[src/verilog/ict_regs.svh]
// timing constants for the instruction cycle timing block
`ifndef ICT_REGS_SVH
`define ICT_REGS_SVH
`define ICT_CLK_MHZ        250
`define ICT_LOCAL_SETS     4
`define ICT_FLUSH_CLKS     24
`define ICT_CALL_CLKS      9
`define ICT_RET_CLKS       7
`define ICT_MUL_TYP        18
`define ICT_DIV_CLKS       37
`define ICT_EMUL_CLKS      24
`define ICT_EDIV_CLKS      40
`define ICT_EXTRACT_CLKS   7
`define ICT_MODIFY_CLKS    8
`define ICT_SCAN_BEST      8
`define ICT_SCAN_NORM      11
`define ICT_SCAN_WORST     14
`define ICT_BUS_QDEPTH     3
`define ICT_FP_REGS        4
`define ICT_FP_WIDTH       80
`endif

[src/verilog/ict_pkg.sv]
// types for the instruction cycle timing block
`default_nettype none
package ict_pkg;
  typedef enum logic [4:0] {
    ICT_OP_LOGIC    = 5'b00000, // logical, rotate, logical shift
    ICT_OP_NOT      = 5'b00001,
    ICT_OP_ASHIFT   = 5'b00010, // arithmetic shifts, divide-style shift
    ICT_OP_BIT      = 5'b00011,
    ICT_OP_EXTRACT  = 5'b00100,
    ICT_OP_MODIFY   = 5'b00101,
    ICT_OP_SCAN     = 5'b00110,
    ICT_OP_MOVE     = 5'b00111,
    ICT_OP_ADDSUB   = 5'b01000,
    ICT_OP_CMPINC   = 5'b01001,
    ICT_OP_CARRY    = 5'b01010,
    ICT_OP_MUL      = 5'b01011,
    ICT_OP_DIV      = 5'b01100,
    ICT_OP_EMUL     = 5'b01101,
    ICT_OP_EDIV     = 5'b01110,
    ICT_OP_BR       = 5'b01111,
    ICT_OP_BR_CC    = 5'b10000, // branch-if and fault-if
    ICT_OP_BR_TEST  = 5'b10001,
    ICT_OP_BR_REG   = 5'b10010,
    ICT_OP_BR_LINK  = 5'b10011,
    ICT_OP_BR_CMP   = 5'b10100,
    ICT_OP_CALL     = 5'b10101,
    ICT_OP_RET      = 5'b10110,
    ICT_OP_MEM      = 5'b10111
  } ict_op_t;
  typedef enum logic [1:0] {
    ICT_ST_IDLE  = 2'b00,
    ICT_ST_BUSY  = 2'b01,
    ICT_ST_MEMW  = 2'b10
  } ict_state_t;
endpackage
`default_nettype wire

[src/verilog/ict_timing.sv]
// execution timing sequencer: holds the decoder for each instruction's modelled time
`default_nettype none
`include "ict_regs.svh"
module ict_timing
  import ict_pkg::*;
#(
  parameter int FP_REGS  = `ICT_FP_REGS,
  parameter int FP_WIDTH = `ICT_FP_WIDTH,
  parameter int SETS     = `ICT_LOCAL_SETS,
  parameter int QDEPTH   = `ICT_BUS_QDEPTH
)(
  input  wire logic                clk,
  input  wire logic                sys_rst,
  input  wire logic                issue_valid,
  input  wire logic [4:0]          issue_op,
  input  wire logic                src1_literal,
  input  wire logic                src2_literal,
  input  wire logic                src2_is_last_dst,
  input  wire logic                sets_condition_code,
  input  wire logic [1:0]          variant,
  input  wire logic                branch_taken,
  input  wire logic                branch_overlap,
  input  wire logic [5:0]          src1_sig_bits,
  input  wire logic                bus_req_done,
  input  wire logic                fp_wr_en,
  input  wire logic [1:0]          fp_wr_idx,
  input  wire logic [FP_WIDTH-1:0] fp_wr_data,
  input  wire logic [1:0]          fp_rd_idx,
  output logic                     issue_ready,
  output logic                     instr_start,
  output logic [5:0]               exec_clocks_ff,
  output logic [FP_WIDTH-1:0]      fp_rd_data_ff,
  output logic [2:0]               sets_used_ff,
  output logic [1:0]               bus_outstanding_ff
);

  localparam logic [5:0] FLUSH = 6'(`ICT_FLUSH_CLKS);

  ict_state_t           state_ff;
  logic [5:0]           remain_ff;
  logic                 cc_fresh_ff;       // previous instruction set the condition code
  logic [5:0]           spill_ff;          // frames parked on the memory stack
  logic [FP_WIDTH-1:0]  fp_regs_ff [FP_REGS];
  logic [5:0]           nxt_clocks;
  logic                 bypass_hit;
  logic                 accept;
  logic                 bus_full;
  logic                 mem_issue;
  ict_op_t              op;

  assign op         = ict_op_t'(issue_op);
  assign bypass_hit = src1_literal | src2_literal | src2_is_last_dst;
  assign bus_full   = (bus_outstanding_ff == 2'(QDEPTH)) && !bus_req_done;
  // a memory request with a full queue waits in idle; in idle nothing else is refused
  assign issue_ready = (state_ff == ICT_ST_IDLE) && !(op == ICT_OP_MEM && bus_full);
  assign accept      = issue_valid && issue_ready;
  assign instr_start = accept;
  assign mem_issue   = accept && (op == ICT_OP_MEM);

  // multiply early-out table, interpolated between the listed points
  // the product needs eight bits: at 31 bits it reaches 230 before the divide
  function automatic logic [5:0] mul_clocks(input logic [5:0] bits);
    logic [9:0] span;
    logic [5:0] r;
    span = 10'd0;
    r    = 6'd21;
    if (bits <= 6'd2)
      r = 6'd9;
    else if (bits <= 6'd4)
      r = 6'd10;
    else if (bits <= 6'd8)
      r = 6'd11;
    else if (bits < 6'd32)
    begin
      // straight line from 11 clocks at 8 bits to 21 clocks at 32 bits
      span = {4'd0, bits - 6'd8} * 10'd10 / 10'd24;
      r    = 6'd11 + span[5:0];
    end
    return r;
  endfunction

  // decode the modelled execution time of the offered instruction
  always_comb
  begin
    nxt_clocks = 6'd1;
    unique case (op)
      ICT_OP_LOGIC:
      begin
        // one clock on a bypass hit, one more to fetch the second operand
        if (bypass_hit)
          nxt_clocks = 6'd1;
        else
          nxt_clocks = 6'd2;
      end
      ICT_OP_NOT:     nxt_clocks = 6'd1;
      ICT_OP_ASHIFT:
      begin
        // arithmetic shifts cost one clock more than the plain logic ops
        if (bypass_hit)
          nxt_clocks = 6'd2;
        else
          nxt_clocks = 6'd3;
      end
      ICT_OP_BIT:
      begin
        // single-bit operations share the shift timing
        if (bypass_hit)
          nxt_clocks = 6'd2;
        else
          nxt_clocks = 6'd3;
      end
      ICT_OP_EXTRACT: nxt_clocks = 6'(`ICT_EXTRACT_CLKS);
      ICT_OP_MODIFY:  nxt_clocks = 6'(`ICT_MODIFY_CLKS);
      ICT_OP_SCAN:
      begin
        // variant 0 best, 1 normal, 2/3 worst
        unique case (variant)
          2'd0:    nxt_clocks = 6'(`ICT_SCAN_BEST);
          2'd1:    nxt_clocks = 6'(`ICT_SCAN_NORM);
          default: nxt_clocks = 6'(`ICT_SCAN_WORST);
        endcase
        if (!cc_fresh_ff)
          nxt_clocks = nxt_clocks - 6'd1;
      end
      ICT_OP_MOVE:    nxt_clocks = 6'({1'b0, variant}) + 6'd1;
      ICT_OP_ADDSUB:
      begin
        // add, subtract and compare follow the bypass like the logic ops
        if (bypass_hit)
          nxt_clocks = 6'd1;
        else
          nxt_clocks = 6'd2;
      end
      ICT_OP_CMPINC:
      begin
        // the increment or decrement after the compare adds one clock
        if (bypass_hit)
          nxt_clocks = 6'd2;
        else
          nxt_clocks = 6'd3;
      end
      ICT_OP_CARRY:
      begin
        // waits one clock while a condition code set just before settles
        if (cc_fresh_ff)
          nxt_clocks = 6'd2;
        else
          nxt_clocks = 6'd1;
      end
      ICT_OP_MUL:
      begin
        // an unknown operand width falls back to the typical figure
        if (src1_sig_bits == 6'd0)
          nxt_clocks = 6'(`ICT_MUL_TYP);
        else
          nxt_clocks = mul_clocks(src1_sig_bits);
      end
      ICT_OP_DIV:     nxt_clocks = 6'(`ICT_DIV_CLKS);
      ICT_OP_EMUL:    nxt_clocks = 6'(`ICT_EMUL_CLKS);
      ICT_OP_EDIV:    nxt_clocks = 6'(`ICT_EDIV_CLKS);
      // branches: decoder-only; overlap hides the time down to zero, except 2 for branch-and-link and 3 for compare-and-branch
      ICT_OP_BR:      nxt_clocks = branch_overlap ? 6'd0 : 6'd2;
      ICT_OP_BR_REG:  nxt_clocks = branch_overlap ? 6'd0 : 6'd6;
      ICT_OP_BR_LINK: nxt_clocks = branch_overlap ? 6'd2 : 6'd8;
      ICT_OP_BR_CMP:  nxt_clocks = branch_overlap ? 6'd3
                                   : (branch_taken ? 6'd5 : 6'd4);
      ICT_OP_BR_CC, ICT_OP_BR_TEST:
      begin
        // worst case: 2 taken, one less untaken, one more after fresh setter
        nxt_clocks = branch_taken ? 6'd2 : 6'd1;
        if (cc_fresh_ff)
          nxt_clocks = nxt_clocks + 6'd1;
        if (op == ICT_OP_BR_TEST)
          nxt_clocks = nxt_clocks + 6'd1;
        if (branch_overlap)
          nxt_clocks = 6'd0;
      end
      ICT_OP_CALL:
      begin
        // a call with every set in use first spills the oldest frame
        nxt_clocks = 6'(`ICT_CALL_CLKS);
        if (sets_used_ff == 3'(SETS))
          nxt_clocks = nxt_clocks + FLUSH;
      end
      ICT_OP_RET:
      begin
        // reload only when the last resident frame returns to a spilled one
        nxt_clocks = 6'(`ICT_RET_CLKS);
        if (sets_used_ff == 3'd1 && spill_ff != 6'd0)
          nxt_clocks = nxt_clocks + FLUSH;
      end
      ICT_OP_MEM:     nxt_clocks = 6'd1;
      default:        nxt_clocks = 6'd1;  // unknown codes take one clock
    endcase
  end

  // sequencer: stall the decoder while the modelled time runs
  always_ff @(posedge clk or posedge sys_rst)
  begin
    if (sys_rst)
    begin
      state_ff       <= ICT_ST_IDLE;
      remain_ff      <= 6'd0;
      exec_clocks_ff <= 6'd0;
    end
    else
    begin
      unique case (state_ff)
        ICT_ST_IDLE:
          if (accept)
          begin
            exec_clocks_ff <= nxt_clocks;
            // zero and one clock instructions leave the decoder free next cycle
            if (nxt_clocks > 6'd1)
            begin
              remain_ff <= nxt_clocks - 6'd1;
              state_ff  <= (op == ICT_OP_MEM) ? ICT_ST_MEMW : ICT_ST_BUSY;
            end
          end
        ICT_ST_BUSY, ICT_ST_MEMW:
        begin
          remain_ff <= remain_ff - 6'd1;
          if (remain_ff == 6'd1)
            state_ff <= ICT_ST_IDLE;
        end
        default: state_ff <= ICT_ST_IDLE;
      endcase
    end
  end

  // condition code scoreboard: tracks whether the last issued op set it
  always_ff @(posedge clk or posedge sys_rst)
  begin
    if (sys_rst)
      cc_fresh_ff <= 1'b0;
    else if (accept)
      cc_fresh_ff <= sets_condition_code;
  end

  // local register set allocation: resident sets plus a count of spilled frames
  // limitation: more than 63 spilled frames wrap the count and lose reloads
  always_ff @(posedge clk or posedge sys_rst)
  begin
    if (sys_rst)
    begin
      sets_used_ff <= 3'd1;
      spill_ff     <= 6'd0;
    end
    else if (accept && op == ICT_OP_CALL)
    begin
      // the oldest frame leaves for the stack, the new one takes its set
      if (sets_used_ff == 3'(SETS))
        spill_ff <= spill_ff + 6'd1;
      else
        sets_used_ff <= sets_used_ff + 3'd1;
    end
    else if (accept && op == ICT_OP_RET)
    begin
      // resident frames are released first; the last one pulls a frame back
      if (sets_used_ff != 3'd1)
        sets_used_ff <= sets_used_ff - 3'd1;
      else if (spill_ff != 6'd0)
        spill_ff <= spill_ff - 6'd1;
    end
  end

  // bus request queue occupancy; issue and completion in one cycle cancel
  always_ff @(posedge clk or posedge sys_rst)
  begin
    if (sys_rst)
      bus_outstanding_ff <= 2'd0;
    else
    begin
      // a stray completion on an empty queue is ignored rather than wrapping
      unique case ({mem_issue, bus_req_done})
        2'b10:
        begin
          bus_outstanding_ff <= bus_outstanding_ff + 2'd1;
        end
        2'b01:
        begin
          if (bus_outstanding_ff != 2'd0)
            bus_outstanding_ff <= bus_outstanding_ff - 2'd1;
        end
        2'b00, 2'b11:
        begin
          bus_outstanding_ff <= bus_outstanding_ff;
        end
      endcase
    end
  end

  // floating point register file, extended precision
  always_ff @(posedge clk)
  begin
    if (fp_wr_en)
      fp_regs_ff[fp_wr_idx] <= fp_wr_data;
  end

  // registered read port
  always_ff @(posedge clk or posedge sys_rst)
  begin
    if (sys_rst)
      fp_rd_data_ff <= '0;
    else
      fp_rd_data_ff <= fp_regs_ff[fp_rd_idx];
  end

endmodule
`default_nettype wire

[config.mk]
export PLATFORM = sky130hd
export DESIGN_NAME = ict_timing
export DESIGN_NICKNAME = d
export VERILOG_FILES = /design/src/verilog/ict_pkg.sv /design/src/verilog/ict_timing.sv
export VERILOG_INCLUDE_DIRS = /design/src /design/src/verilog
export SDC_FILE = /design/constraint.sdc
export NUM_CORES = 1
export LEC_CHECK = 0
export BUFFER_PORTS_ARGS = -buffer_cell sky130_fd_sc_hd__clkbuf_2
export CORE_MARGIN = 1
export CORE_UTILIZATION = 52
export CTS_CLUSTER_SIZE = 16
export DETAILED_ROUTE_END_ITERATION = 7
export PLACE_DENSITY = 0.75
export REMOVE_ABC_BUFFERS = 1
export SLEW_MARGIN = 20
export SYNTH_ARGS = -nofsm -noshare
export SYNTH_HDL_FRONTEND = slang
export SYNTH_SLANG_ARGS = --single-unit
export TNS_END_PERCENT = 100
[constraint.sdc]
create_clock -name clk -period 3.2 [get_ports clk]
set_input_delay 0.48 -clock clk [delete_from_list [all_inputs] [get_ports clk]]
set_output_delay 0.48 -clock clk [all_outputs]
set_load 0.02 [all_outputs]
==> results of run 1 <==
[registers in the layout, summed over array words and instances, names as in the netlist]
register,flops
state_ff,2
cc_fresh_ff,1
spill_ff,6
exec_clocks_ff,6
fp_regs_ff,320
bus_outstanding_ff,2
remain_ff,6
fp_rd_data_ff,80
sets_used_ff,3
[cells in the mapped netlist (3+ instances only)]
cell type | n | area share
buf_2 | 5 | 0.0015
nor4_1 | 7 | 0.0025
buf_4 | 4 | 0.0017
and3_1 | 10 | 0.0036
a22o_1 | 3 | 0.0015
xnor2_1 | 11 | 0.0056
nand2b_1 | 7 | 0.0025
edfxtp_1 | 320 | 0.56
nor3_1 | 22 | 0.0064
a211oi_1 | 8 | 0.0035
o2111ai_1 | 4 | 0.0020
mux4_2 | 80 | 0.10
ha_1 | 30 | 0.022
o21ai_1 | 4 | 0.0012
dfrtp_1 | 105 | 0.15
mux2_2 | 5 | 0.0033
nor2_1 | 47 | 0.010
nand3b_1 | 4 | 0.0017
or4_1 | 4 | 0.0017
a32oi_1 | 4 | 0.0020
clkbuf_1 | 26 | 0.0057
nor2b_1 | 7 | 0.0025
a2111oi_0 | 4 | 0.0020
nand3_1 | 14 | 0.0041
inv_1 | 29 | 0.0063
maj3_1 | 3 | 0.0017
buf_1 | 9 | 0.0020
o211ai_1 | 6 | 0.0026
a31oi_1 | 8 | 0.0029
xor2_1 | 5 | 0.0025
o21ai_0 | 30 | 0.0087
a21o_1 | 12 | 0.0052
mux2i_1 | 4 | 0.0023
nand2_1 | 42 | 0.0092
a21oi_1 | 32 | 0.0093
a221oi_1 | 3 | 0.0015
or3_1 | 6 | 0.0022
and3b_1 | 3 | 0.0015
nor3b_1 | 3 | 0.0013
[per-stage QoR]
stage / TNS, ps / cell area, µm²
2_1_floorplan: -534650 / 17000
3_3_place_gp: -27840 / 19770
3_5_place_dp: -29020 / 19770
4_1_cts: -17750 / 21460
5_1_grt: -18810 / 21780
6_report: -16930 / 21780
[cell type report]
cell class	instances	area, µm²
multi-input cells	485	5085
diodes	2	5.005
well taps	442	553.0
clock buffers	56	1175
fillers	2228	10760
repair buffers	363	2367
clock inverters	20	198.9
inverters	33	133.9
flip-flops and latches	426	12260
[logic make-up after synthesis]
family	count (synthesis)	synth area share
flip-flops	426	0.7129
AND/OR/NAND/NOR	189	0.05594
AO/OA/AOI/OAI	151	0.06256
multiplexers	92	0.1132
buffers and inverters	78	0.01884
adder cells (fa/ha/maj)	35	0.02589
XOR/XNOR	18	0.01069
[worst reg2reg max path, stage by stage, from the launching register on]
cell and delay, ps:
dfrtp_1 380, or4_1 560, o311ai_2 280, o21ai_1 140
or3_1 430, a2111o_1 300, o221a_2 280, nand3b_1 310
buf_4 220, or4_1 510, nand3_1 100
[metal layers]
| layer | vias to the layer above | part of all wire | GRT usage |
|---|---|---|---|
| met5 | - | 0.00091 | 0 |
| met4 | 6 | 0.025 | 0.07767 |
| met3 | 72 | 0.078 | 0.06101 |
| met2 | 364 | 0.50 | 0.4053 |
| met1 | 5263 | 0.40 | 0.3211 |
| li1 | 4654 | - | - |
[worst min-delay path by stage]
stage	startpoint	to	slack [ps]	depth (start not counted)
after floorplan	spill_ff[5]	spill_ff[5]	470	1
after global placement	exec_clocks_ff[0]	exec_clocks_ff[0]	470	2
after detailed placement	spill_ff[5]	spill_ff[5]	480	1
after CTS	sys_rst	bus_outstanding_ff[0]	70	2
after global routing	sys_rst	bus_outstanding_ff[1]	90	2
final	sys_rst	cc_fresh_ff	40	2
[power by group]
group          internal, µW  switching [µW]  leakage, µW
logic                  1230            1540      0.00346
registers              6380             208      0.00421
clock network          2840            2060     0.000674
[repair_timing]
item / 4_1_cts / 5_1_grt
pin swaps: 26 / 36
resized for setup: 49 / 55
hold buffers: 0 / 0
setup endpoints to repair: 13 / 13
setup buffers: 11 / 8
==> summary.md, run 1 <==
| Metric | Value |
|---|---|
| Worst setup path end | `remain_ff[0]` |
| Fin. Hold Viols | `0` |
| CP Depth | `28` |
| Placed insts | `1732` |
| Die area | `33810 µm²` |
| RSZ-0062 raised after global routing | `true` |
| DRC | `0` |
| Die X | `183.9 µm` |
| CP Buf/Inv Count | `7` |
| Ys Warns | `0` |
| Maximum vdd drop | `0.6921 mV` |
| Achievable frequency | `0.2030 GHz` |
| Final WL | `40.73 mm` |
| Io pins | `201` |
| Global-route congestion overflow total | `0` |
| CTS clock-pin slew for the worst setup and hold paths | `70 ps` |
| Synth Flop Type | `edfxtp_1` |
| Synthesis-to-finish area growth | `26.62%` |
| Crit-path max cell delay | `420 ps` |
| Clk_lat worst skew | `530 ps` |
| Slowest CP cell | `fa_2` |
| Worst slew pin tran | `858.0 ps` |
| Max Cap Violations | `0` |
| Slew headroom | `0.4219` |
| Commonest non-fill, non-tap cell in the layout | `edfxtp_1` |
| Row count | `66` |
| Synth Instances | `989` |
| Detailed Place HPWL | `25.26 mm` |
| CP startpoint | `src1_sig_bits[3]` |
| CTS tree | `done` |
| # nets final | `1491` |
| Setup Viol. Count Final | `12` |
| Crit path kind | `input pin to flop` |
| Clk_skew | `18.60 ps` |
| Clock buffer depth | `3` |
| Synthesized area per cell | `17.39 µm²` |
| Fin worst setup slack | `-1726 ps` |
| Failing checks | `setup timing` |
| 1st-pass router iterations | `5` |
| Vias per cell | `5.670` |
| Initial antenna violation count | `6` |
| Max Transition Viols Final | `0` |
| Tmin final | `4926 ps` |
| Worst reg2reg path depth | `10` |
| Core Box Area | `32540 µm²` |
| Async SR Flop Fraction | `0.2488` |
| Worst Path Max Fanout | `4` |
| Largest net degree at the start of global routing | `81` |
| Layout cells sized above 1 | `0.4367` |
| Synthesized flop and latch total | `426` |
| TritonCTS buffer count | `42` |
| Worst r2r dst | `remain_ff[5]` |
| FF-to-FF Start | `spill_ff[0]` |
| Crit path required time | `3670 ps` |
| PD cells | `654.6 nW/µm²` |
| WHS | `40.86 ps` |
| Critical path arrival | `5390 ps` |
| Worst min-delay path class | `input pin to async pin` |
| Number of flops mapped to enable cells by yosys | `320` |
| P_leak | `0.008344 µW` |
| Fin crit share | `1.539` |
| Via count | `10.36k` |
| H-tree level count | `2` |
| Die Height | `183.9 µm` |
| Unique masters post-synth | `86` |
| Status | `complete, but fails checks` |
| Commonest non-fill, non-tap cells in the layout | `320 x edfxtp_1, 196 x clkbuf_2, 149 x buf_4` |
| Routed len/inst | `22.30 µm` |
| Antenna Nets Post-Route | `0` |
| Routability cong. | `0.8982` |
| 1st-iter DRT viols | `765` |
| Post-Synthesis Cell Area | `17200 µm²` |
| First-pass GRT wire length | `61.84 mm` |
| DP Worst Slack | `-2680 ps` |
| Finished Core Util | `0.6694` |
| Root Buffer | `clkbuf_16` |
| Final Non-Filler Cells | `1827` |
| CP Capture Type | `flop` |
| CP dominant cell by count | `ha_4` |
| Seq/Total Area, Yosys | `0.7129` |
| Initial core utilization | `0.5287` |
| Startpoint types | `input pin` |
| Vias in the first global route | `10.63k` |
| R2R setup slack | `-370 ps` |
| Clock Sink Count | `426` |
| CP top delay family | `compound AO/OA/AOI/OAI gates` |
| Total power draw | `14260 µW` |
| GRT Util Overall | `0.2453` |
| IO buf count | `200` |
Note: power is estimated with default switching activity, not from simulation.
==> inputs of run 2 (changes only) <==
--- a/config.mk
+++ b/config.mk
@@ -7,11 +7,11 @@
 export NUM_CORES = 1
 export LEC_CHECK = 0
 export BUFFER_PORTS_ARGS = -buffer_cell sky130_fd_sc_hd__clkbuf_2
-export CORE_MARGIN = 1
-export CORE_UTILIZATION = 52
+export CORE_ASPECT_RATIO = 1.2
+export CORE_UTILIZATION = 58
 export CTS_CLUSTER_SIZE = 16
 export DETAILED_ROUTE_END_ITERATION = 7
-export PLACE_DENSITY = 0.75
+export PLACE_DENSITY = 0.79
 export REMOVE_ABC_BUFFERS = 1
 export SLEW_MARGIN = 20
 export SYNTH_ARGS = -nofsm -noshare
==> constraint.sdc (replaced) <==
create_clock -name clk -period 4.8 [get_ports clk]
set_input_delay 0.72 -clock clk [delete_from_list [all_inputs] [get_ports clk]]
set_output_delay 0.72 -clock clk [all_outputs]
set_load 0.02 [all_outputs]
==> summary.md, run 2 (synthesis gave the netlist of run 1 again) <==
| Metric | Value |
|---|---|
| Status | `complete, but fails checks` |
| Failing checks | `setup timing` |
| Int Pwr | `6765 µW (-35%)` |
| WHS | `335.4 ps (+294.5 ps)` |
| Global-route congestion overflow total | `0 (unchanged)` |
| Clock Sink Count | `426 (unchanged)` |
| TritonCTS buffer count | `39 (-7.1%)` |
| Layout cells sized above 1 | `0.3985 (-0.03824)` |
| Root Buffer | `clkbuf_16` |
| P_leak | `0.008013 µW (-4.0%)` |
| First-pass GRT wire length | `58.33 mm (-5.7%)` |
| Clock buffer depth | `3 (unchanged)` |
| Initial antenna violation count | `3 (-3)` |
| Sequential cell fraction of total power | `0.479 (+0.017)` |
| DP Worst Slack | `-1457 ps (+1222 ps)` |
| Worst Path Max Fanout | `5 (+1)` |
| Commonest non-fill, non-tap cell in the layout | `edfxtp_1` |
| Commonest non-fill, non-tap cells in the layout | `320 x edfxtp_1, 196 x clkbuf_2, 105 x dfrtp_1, 105 x buf_4, 80 x mux4_2` |
| Combinational share of power | `0.193 (about the same)` |
| Die area | `30350 µm² (-10%)` |
| IO buf count | `200 (unchanged)` |
| Worst min-delay path class | `input pin to async pin` |
| Achievable frequency | `0.1884 GHz` |
| Clk_skew | `17.73 ps (-0.8693 ps)` |
| Detailed Place HPWL | `23.91 mm (-5.3%)` |
| Die Height | `190.7 µm (+3.7%)` |
| Regs by FF count | `fp_regs_ff (320), fp_rd_data_ff (80)` |
| Max Cap Violations | `0 (unchanged)` |
| Setup Viol. Count Final | `8 (-4)` |
| CTS tree | `done` |
| Slew headroom | `0.3674 (-0.05454)` |
| CP Capture Type | `flop` |
| Max Transition Viols Final | `0 (unchanged)` |
| Crit-path max cell delay | `540 ps (+120 ps)` |
| H-tree level count | `2 (unchanged)` |
| Fin worst setup slack | `-508.2 ps (+1218 ps)` |
| Io pins | `201 (unchanged)` |
| RSZ-0062 raised after global routing | `true` |
| Tmin final | `5308 ps` |
| GRT Util Overall | `0.2573 (+0.01204)` |
| Final Non-Filler Cells | `1718 (-6.0%)` |
| PD cells | `434.0 nW/µm² (-34%)` |
| Fin. Hold Viols | `0 (unchanged)` |
| Critical path arrival | `5720 ps (+330 ps)` |
| Crit path required time | `5210 ps (+1540 ps)` |
| Core Box Area | `28930 µm² (-11%)` |
| # nets final | `1439 (-3.5%)` |
| Die X | `159.2 µm (-13%)` |
| Row count | `68 (+3.0%)` |
| Largest register FFs | `320 (unchanged)` |
| CP Buf/Inv Count | `7 (unchanged)` |
| Clk_lat worst skew | `540 ps (about the same)` |
| Largest net degree at the start of global routing | `81 (unchanged)` |
| CP dominant cell by count | `ha_4` |
| Synthesis-to-finish area growth | `22.79%` |
| Slowest CP cell | `or4_4` |
| Total placed instance area | `19260 µm² (-2.6%)` |
| Placed insts | `1622 (-6.4%)` |
| Total power draw | `9168 µW (-36%)` |
| 1st-pass router iterations | `5 (unchanged)` |
| CTS clock-pin slew for the worst setup and hold paths | `70 ps (about the same)` |
| Fin crit share | `1.106` |
| DRC | `0 (unchanged)` |
| Clk pwr share | `0.328 (-0.016)` |
| Final WL | `38.16 mm (-6.3%)` |
| Post-CTS Hold Buffers | `0 (unchanged)` |
| Vias per cell | `5.874 (+3.6%)` |
| Psw | `2403 µW (-37%)` |
| Final Cell Area | `21120 µm² (-3.0%)` |
| CP top delay family | `compound AO/OA/AOI/OAI gates` |
| Crit path kind | `input pin to flop` |
| Routability cong. | `0.8616 (-4.1%)` |
| Worst slew pin tran | `948.9 ps (+90.88 ps)` |
| Startpoint types | `input pin` |
| Via count | `10.09k (-2.6%)` |
| Vias in the first global route | `10.70k (+0.64%)` |
| Antenna Nets Post-Route | `0 (unchanged)` |
| 1st-iter DRT viols | `684 (-11%)` |
| Initial core utilization | `0.5946 (+0.06595)` |
| Routed len/inst | `22.21 µm (-0.36%)` |
| Net switching fraction of the power | `0.2621 (-0.004624)` |
| Maximum vdd drop | `0.4718 mV (-32%)` |
| Largest register by flop count | `fp_regs_ff` |
run 2: area by class of cell:
cell class	instances	area, µm²
sequential	426	12260
fill	1829	7806
multi-input combinational	485	5024
timing repair buffer	314	1958
clock buffer	57	1105
tap	385	481.7
clock inverter	15	146.4
inverter	33	136.4
antenna	3	7.507
run 2: what timing repair did:
| action | CTS | global route |
|---|---|---|
| endpoints found under the setup margin | 8 | 9 |
| setup buffers | 16 | 5 |
| pin swaps | 32 | 29 |
| resized for setup | 48 | 36 |
run 2: per-stage QoR:
step	TNS, ps	util
final	-3629	0.7301
after global routing	-4695	0.7301
after CTS	-3398	0.7226
after detailed placement	-12690	0.6657
after global placement	-11310	0.6657
after floorplan	-206790	-
run 2: final timing paths:
kind / start / to / slack, ps / depth (start not counted)
setup / recovery: src1_sig_bits[3] / state_ff[1] / -510 / 27
hold / removal: sys_rst / cc_fresh_ff / 340 / 2
setup reg to reg: spill_ff[0] / remain_ff[2] / 1210 / 11
hold reg to reg: exec_clocks_ff[5] / exec_clocks_ff[5] / 500 / 2
max in group asynchronous: sys_rst / fp_rd_data_ff[68] / 3510 / 3
min in group clk: fp_wr_data[12] / fp_regs_ff[3][12] / 400 / 1
run 2: power by group through the flow:
stage	registers [µW]	clock network [µW]	logic, µW
after floorplan	4560	0	777
after global placement	4440	0	1530
after detailed placement	4460	0	1560
after CTS	4390	3060	1670
after global routing	4420	3180	1920
final	4390	3010	1770
run 2: per-layer routing:
metal / wire length (µm) / up-vias / GRT usage / part of all wire
met3: 2423 / 84 / 0.05959 / 0.063
li1: - / 4525 / - / -
met4: 1367 / 0 / 0.1143 / 0.036
met5: 0 / - / 0 / 0
met2: 20200 / 332 / 0.4573 / 0.53
met1: 14180 / 5150 / 0.2995 / 0.37
==> inputs of run 3 (changes only) <==
--- a/config.mk
+++ b/config.mk
@@ -13,6 +13,7 @@
 export DETAILED_ROUTE_END_ITERATION = 7
 export PLACE_DENSITY = 0.79
 export REMOVE_ABC_BUFFERS = 1
+export SETUP_SLACK_MARGIN = 0.02
 export SLEW_MARGIN = 20
 export SYNTH_ARGS = -nofsm -noshare
 export SYNTH_HDL_FRONTEND = slang
==> summary.md, run 3 (synthesis gave the netlist of run 1 again) <==
| Metric | Value |
|---|---|
| Status | `complete, but fails checks` |
| Failing checks | `setup timing` |
| GRT Util Overall | `0.2573 (unchanged)` |
| Synthesis-to-finish area growth | `22.84% (about the same)` |
| Largest net degree at the start of global routing | `81 (unchanged)` |
| Fin. Hold Viols | `0 (unchanged)` |
| Clk_skew | `17.53 ps (-0.2018 ps)` |
| Regs by FF count | `fp_regs_ff (320), fp_rd_data_ff (80)` |
| Total placed instance area | `19260 µm² (unchanged)` |
| Critical path arrival | `5720 ps (about the same)` |
| Antenna Nets Post-Route | `0 (unchanged)` |
| Max Cap Violations | `0 (unchanged)` |
| Initial antenna violation count | `3 (unchanged)` |
| Global-route congestion overflow total | `0 (unchanged)` |
| Worst min-delay path class | `input pin to async pin` |
| Fill cells | `1828 (-0.055%)` |
| Multi-input combinational cell area | `5032 µm² (+0.17%)` |
| TritonCTS buffer count | `39 (unchanged)` |
| Detailed Place HPWL | `23.91 mm (unchanged)` |
| CTS clock-pin slew for the worst setup and hold paths | `70 ps (about the same)` |
| Core Box Area | `28930 µm² (unchanged)` |
| 1st-iter DRT viols | `674 (-1.5%)` |
| Largest register FFs | `320 (unchanged)` |
| Root Buffer | `clkbuf_16` |
| IO buf count | `200 (unchanged)` |
| Die area | `30350 µm² (unchanged)` |
| Crit path kind | `input pin to flop` |
| Layout cells sized above 1 | `0.3985 (unchanged)` |
| CP Capture Type | `flop` |
| PD cells | `433.9 nW/µm² (about the same)` |
| Clk_lat worst skew | `540 ps (about the same)` |
| Fin crit share | `1.105 (about the same)` |
| Routability cong. | `0.8616 (unchanged)` |
| Final WL | `38.14 mm (about the same)` |
| Commonest non-fill, non-tap cells in the layout | `320 x edfxtp_1, 196 x clkbuf_2, 105 x dfrtp_1, 105 x buf_4, 80 x mux4_2` |
| Setup TNS Final | `-3561 ps (+67.73 ps)` |
| 1st-pass router iterations | `5 (unchanged)` |
| Slew headroom | `0.3616 (-0.005743)` |
| Final Cell Area | `21130 µm² (about the same)` |
| Achievable frequency | `0.1885 GHz (about the same)` |
| Post-CTS Hold Buffers | `0 (unchanged)` |
| Io pins | `201 (unchanged)` |
| Tmin final | `5305 ps (-3.178 ps)` |
| Clock buffer depth | `3 (unchanged)` |
| FF+latch area | `12260 µm² (unchanged)` |
| First-pass GRT wire length | `58.33 mm (unchanged)` |
| RSZ-0062 raised after global routing | `true` |
| CTS tree | `done` |
| Crit path required time | `5220 ps (about the same)` |
| Max Transition Viols Final | `0 (unchanged)` |
| DRC | `0 (unchanged)` |
| Vias in the first global route | `10.70k (unchanged)` |
| Row count | `68 (unchanged)` |
| Die Height | `190.7 µm (unchanged)` |
| Fin worst setup slack | `-505.0 ps (+3.178 ps)` |
| H-tree level count | `2 (unchanged)` |
| Via count | `10.10k (+0.079%)` |
| Worst slew pin tran | `957.5 ps (+8.615 ps)` |
| Die X | `159.2 µm (unchanged)` |
| Startpoint types | `input pin` |
| Routed len/inst | `22.20 µm (about the same)` |
| P_leak | `0.008019 µW (about the same)` |
| Initial core utilization | `0.5946 (unchanged)` |
| Total power draw | `9168 µW (about the same)` |
| Commonest non-fill, non-tap cell in the layout | `edfxtp_1` |
| Worst Path Max Fanout | `5 (unchanged)` |
| # nets final | `1439 (unchanged)` |
| Clock Sink Count | `426 (unchanged)` |
| Maximum vdd drop | `0.4717 mV (about the same)` |
| Setup Viol. Count Final | `8 (unchanged)` |
| Vias per cell | `5.878 (about the same)` |
| Largest register by flop count | `fp_regs_ff` |
-- run 3: cell counts in the layout (fill, tap and decap cells not counted) --
No cell type changed its count.
-- run 3: final timing paths --
path / cells past startpoint / end / slack [ps] / startpoint
max in group asynchronous: 3 / fp_rd_data_ff[68] / 3510 / sys_rst
min in group clk: 1 / fp_regs_ff[3][12] / 400 / fp_wr_data[12]
worst min register to register: 2 / exec_clocks_ff[5] / 490 / exec_clocks_ff[5]
worst max-delay path: 27 / state_ff[1] / -500 / src1_sig_bits[3]
worst min-delay path: 2 / cc_fresh_ff / 330 / sys_rst
worst max register to register: 11 / remain_ff[2] / 1170 / spill_ff[0]
-- run 3: what timing repair did --
item,4_1_cts,5_1_grt
pin swaps,32,29
resized for setup,48,37
setup endpoints to repair,9,9
setup buffers,16,5
-- run 3: metal layers --
metal | part of all wire | GRT usage | wire [µm]
met1 | 0.37 | 0.2995 | 14220
met2 | 0.53 | 0.4573 | 20170
met3 | 0.062 | 0.05959 | 2365
met4 | 0.036 | 0.1143 | 1384
met5 | 0 | 0 | 0
-- run 3: area by class of cell --
class                           instances  share of cell area
Antenna cell                            3           0.0003553
Clock buffer                           57             0.05229
Clock inverter                         15            0.006928
Inverter                               33            0.006454
Multi-Input combinational cell        485              0.2382
Sequential cell                       426              0.5804
Tap cell                              385             0.02280
Timing Repair Buffer                  314             0.09267
-- run 3: report_power, final --
part | internal (µW) | total (µW) | switching [µW]
Clock | 1720 | 3010 | 1280
Sequential | 4250 | 4390 | 137
Combinational | 790 | 1770 | 981
Total | 6770 | 9170 | 2400
-- run 3: critical path, cell delays in order --
cell and delay (ps):
buf_8 80, inv_6 30, ha_4 260, inv_2 40
ha_4 240, fa_2 440, buf_12 150, xnor2_4 130
buf_6 120, or4_4 540, o2111ai_4 80, o221a_4 220
nor4_2 40, a311o_1 290, or3_1 380, ha_1 280
inv_1 70, o2111ai_2 140, o221ai_2 120, nor3_2 50
buf_4 160, ha_4 160, o211a_4 260, nand2_4 110
nor2_2 60, a221o_1 290, a22o_1 220
-- run 3: through the flow --
step                  util  setup slack, ps  cells  hold WS (ps)
floorplan                -            -2406    944         465.1
global placement    0.6657            -1300   1622         470.6
detailed placement  0.6657            -1457   1622         479.3
CTS                 0.7226           -455.6   1710         366.2
global route        0.7304           -628.3   1717         378.7
finish              0.7305           -505.0   1718         334.9
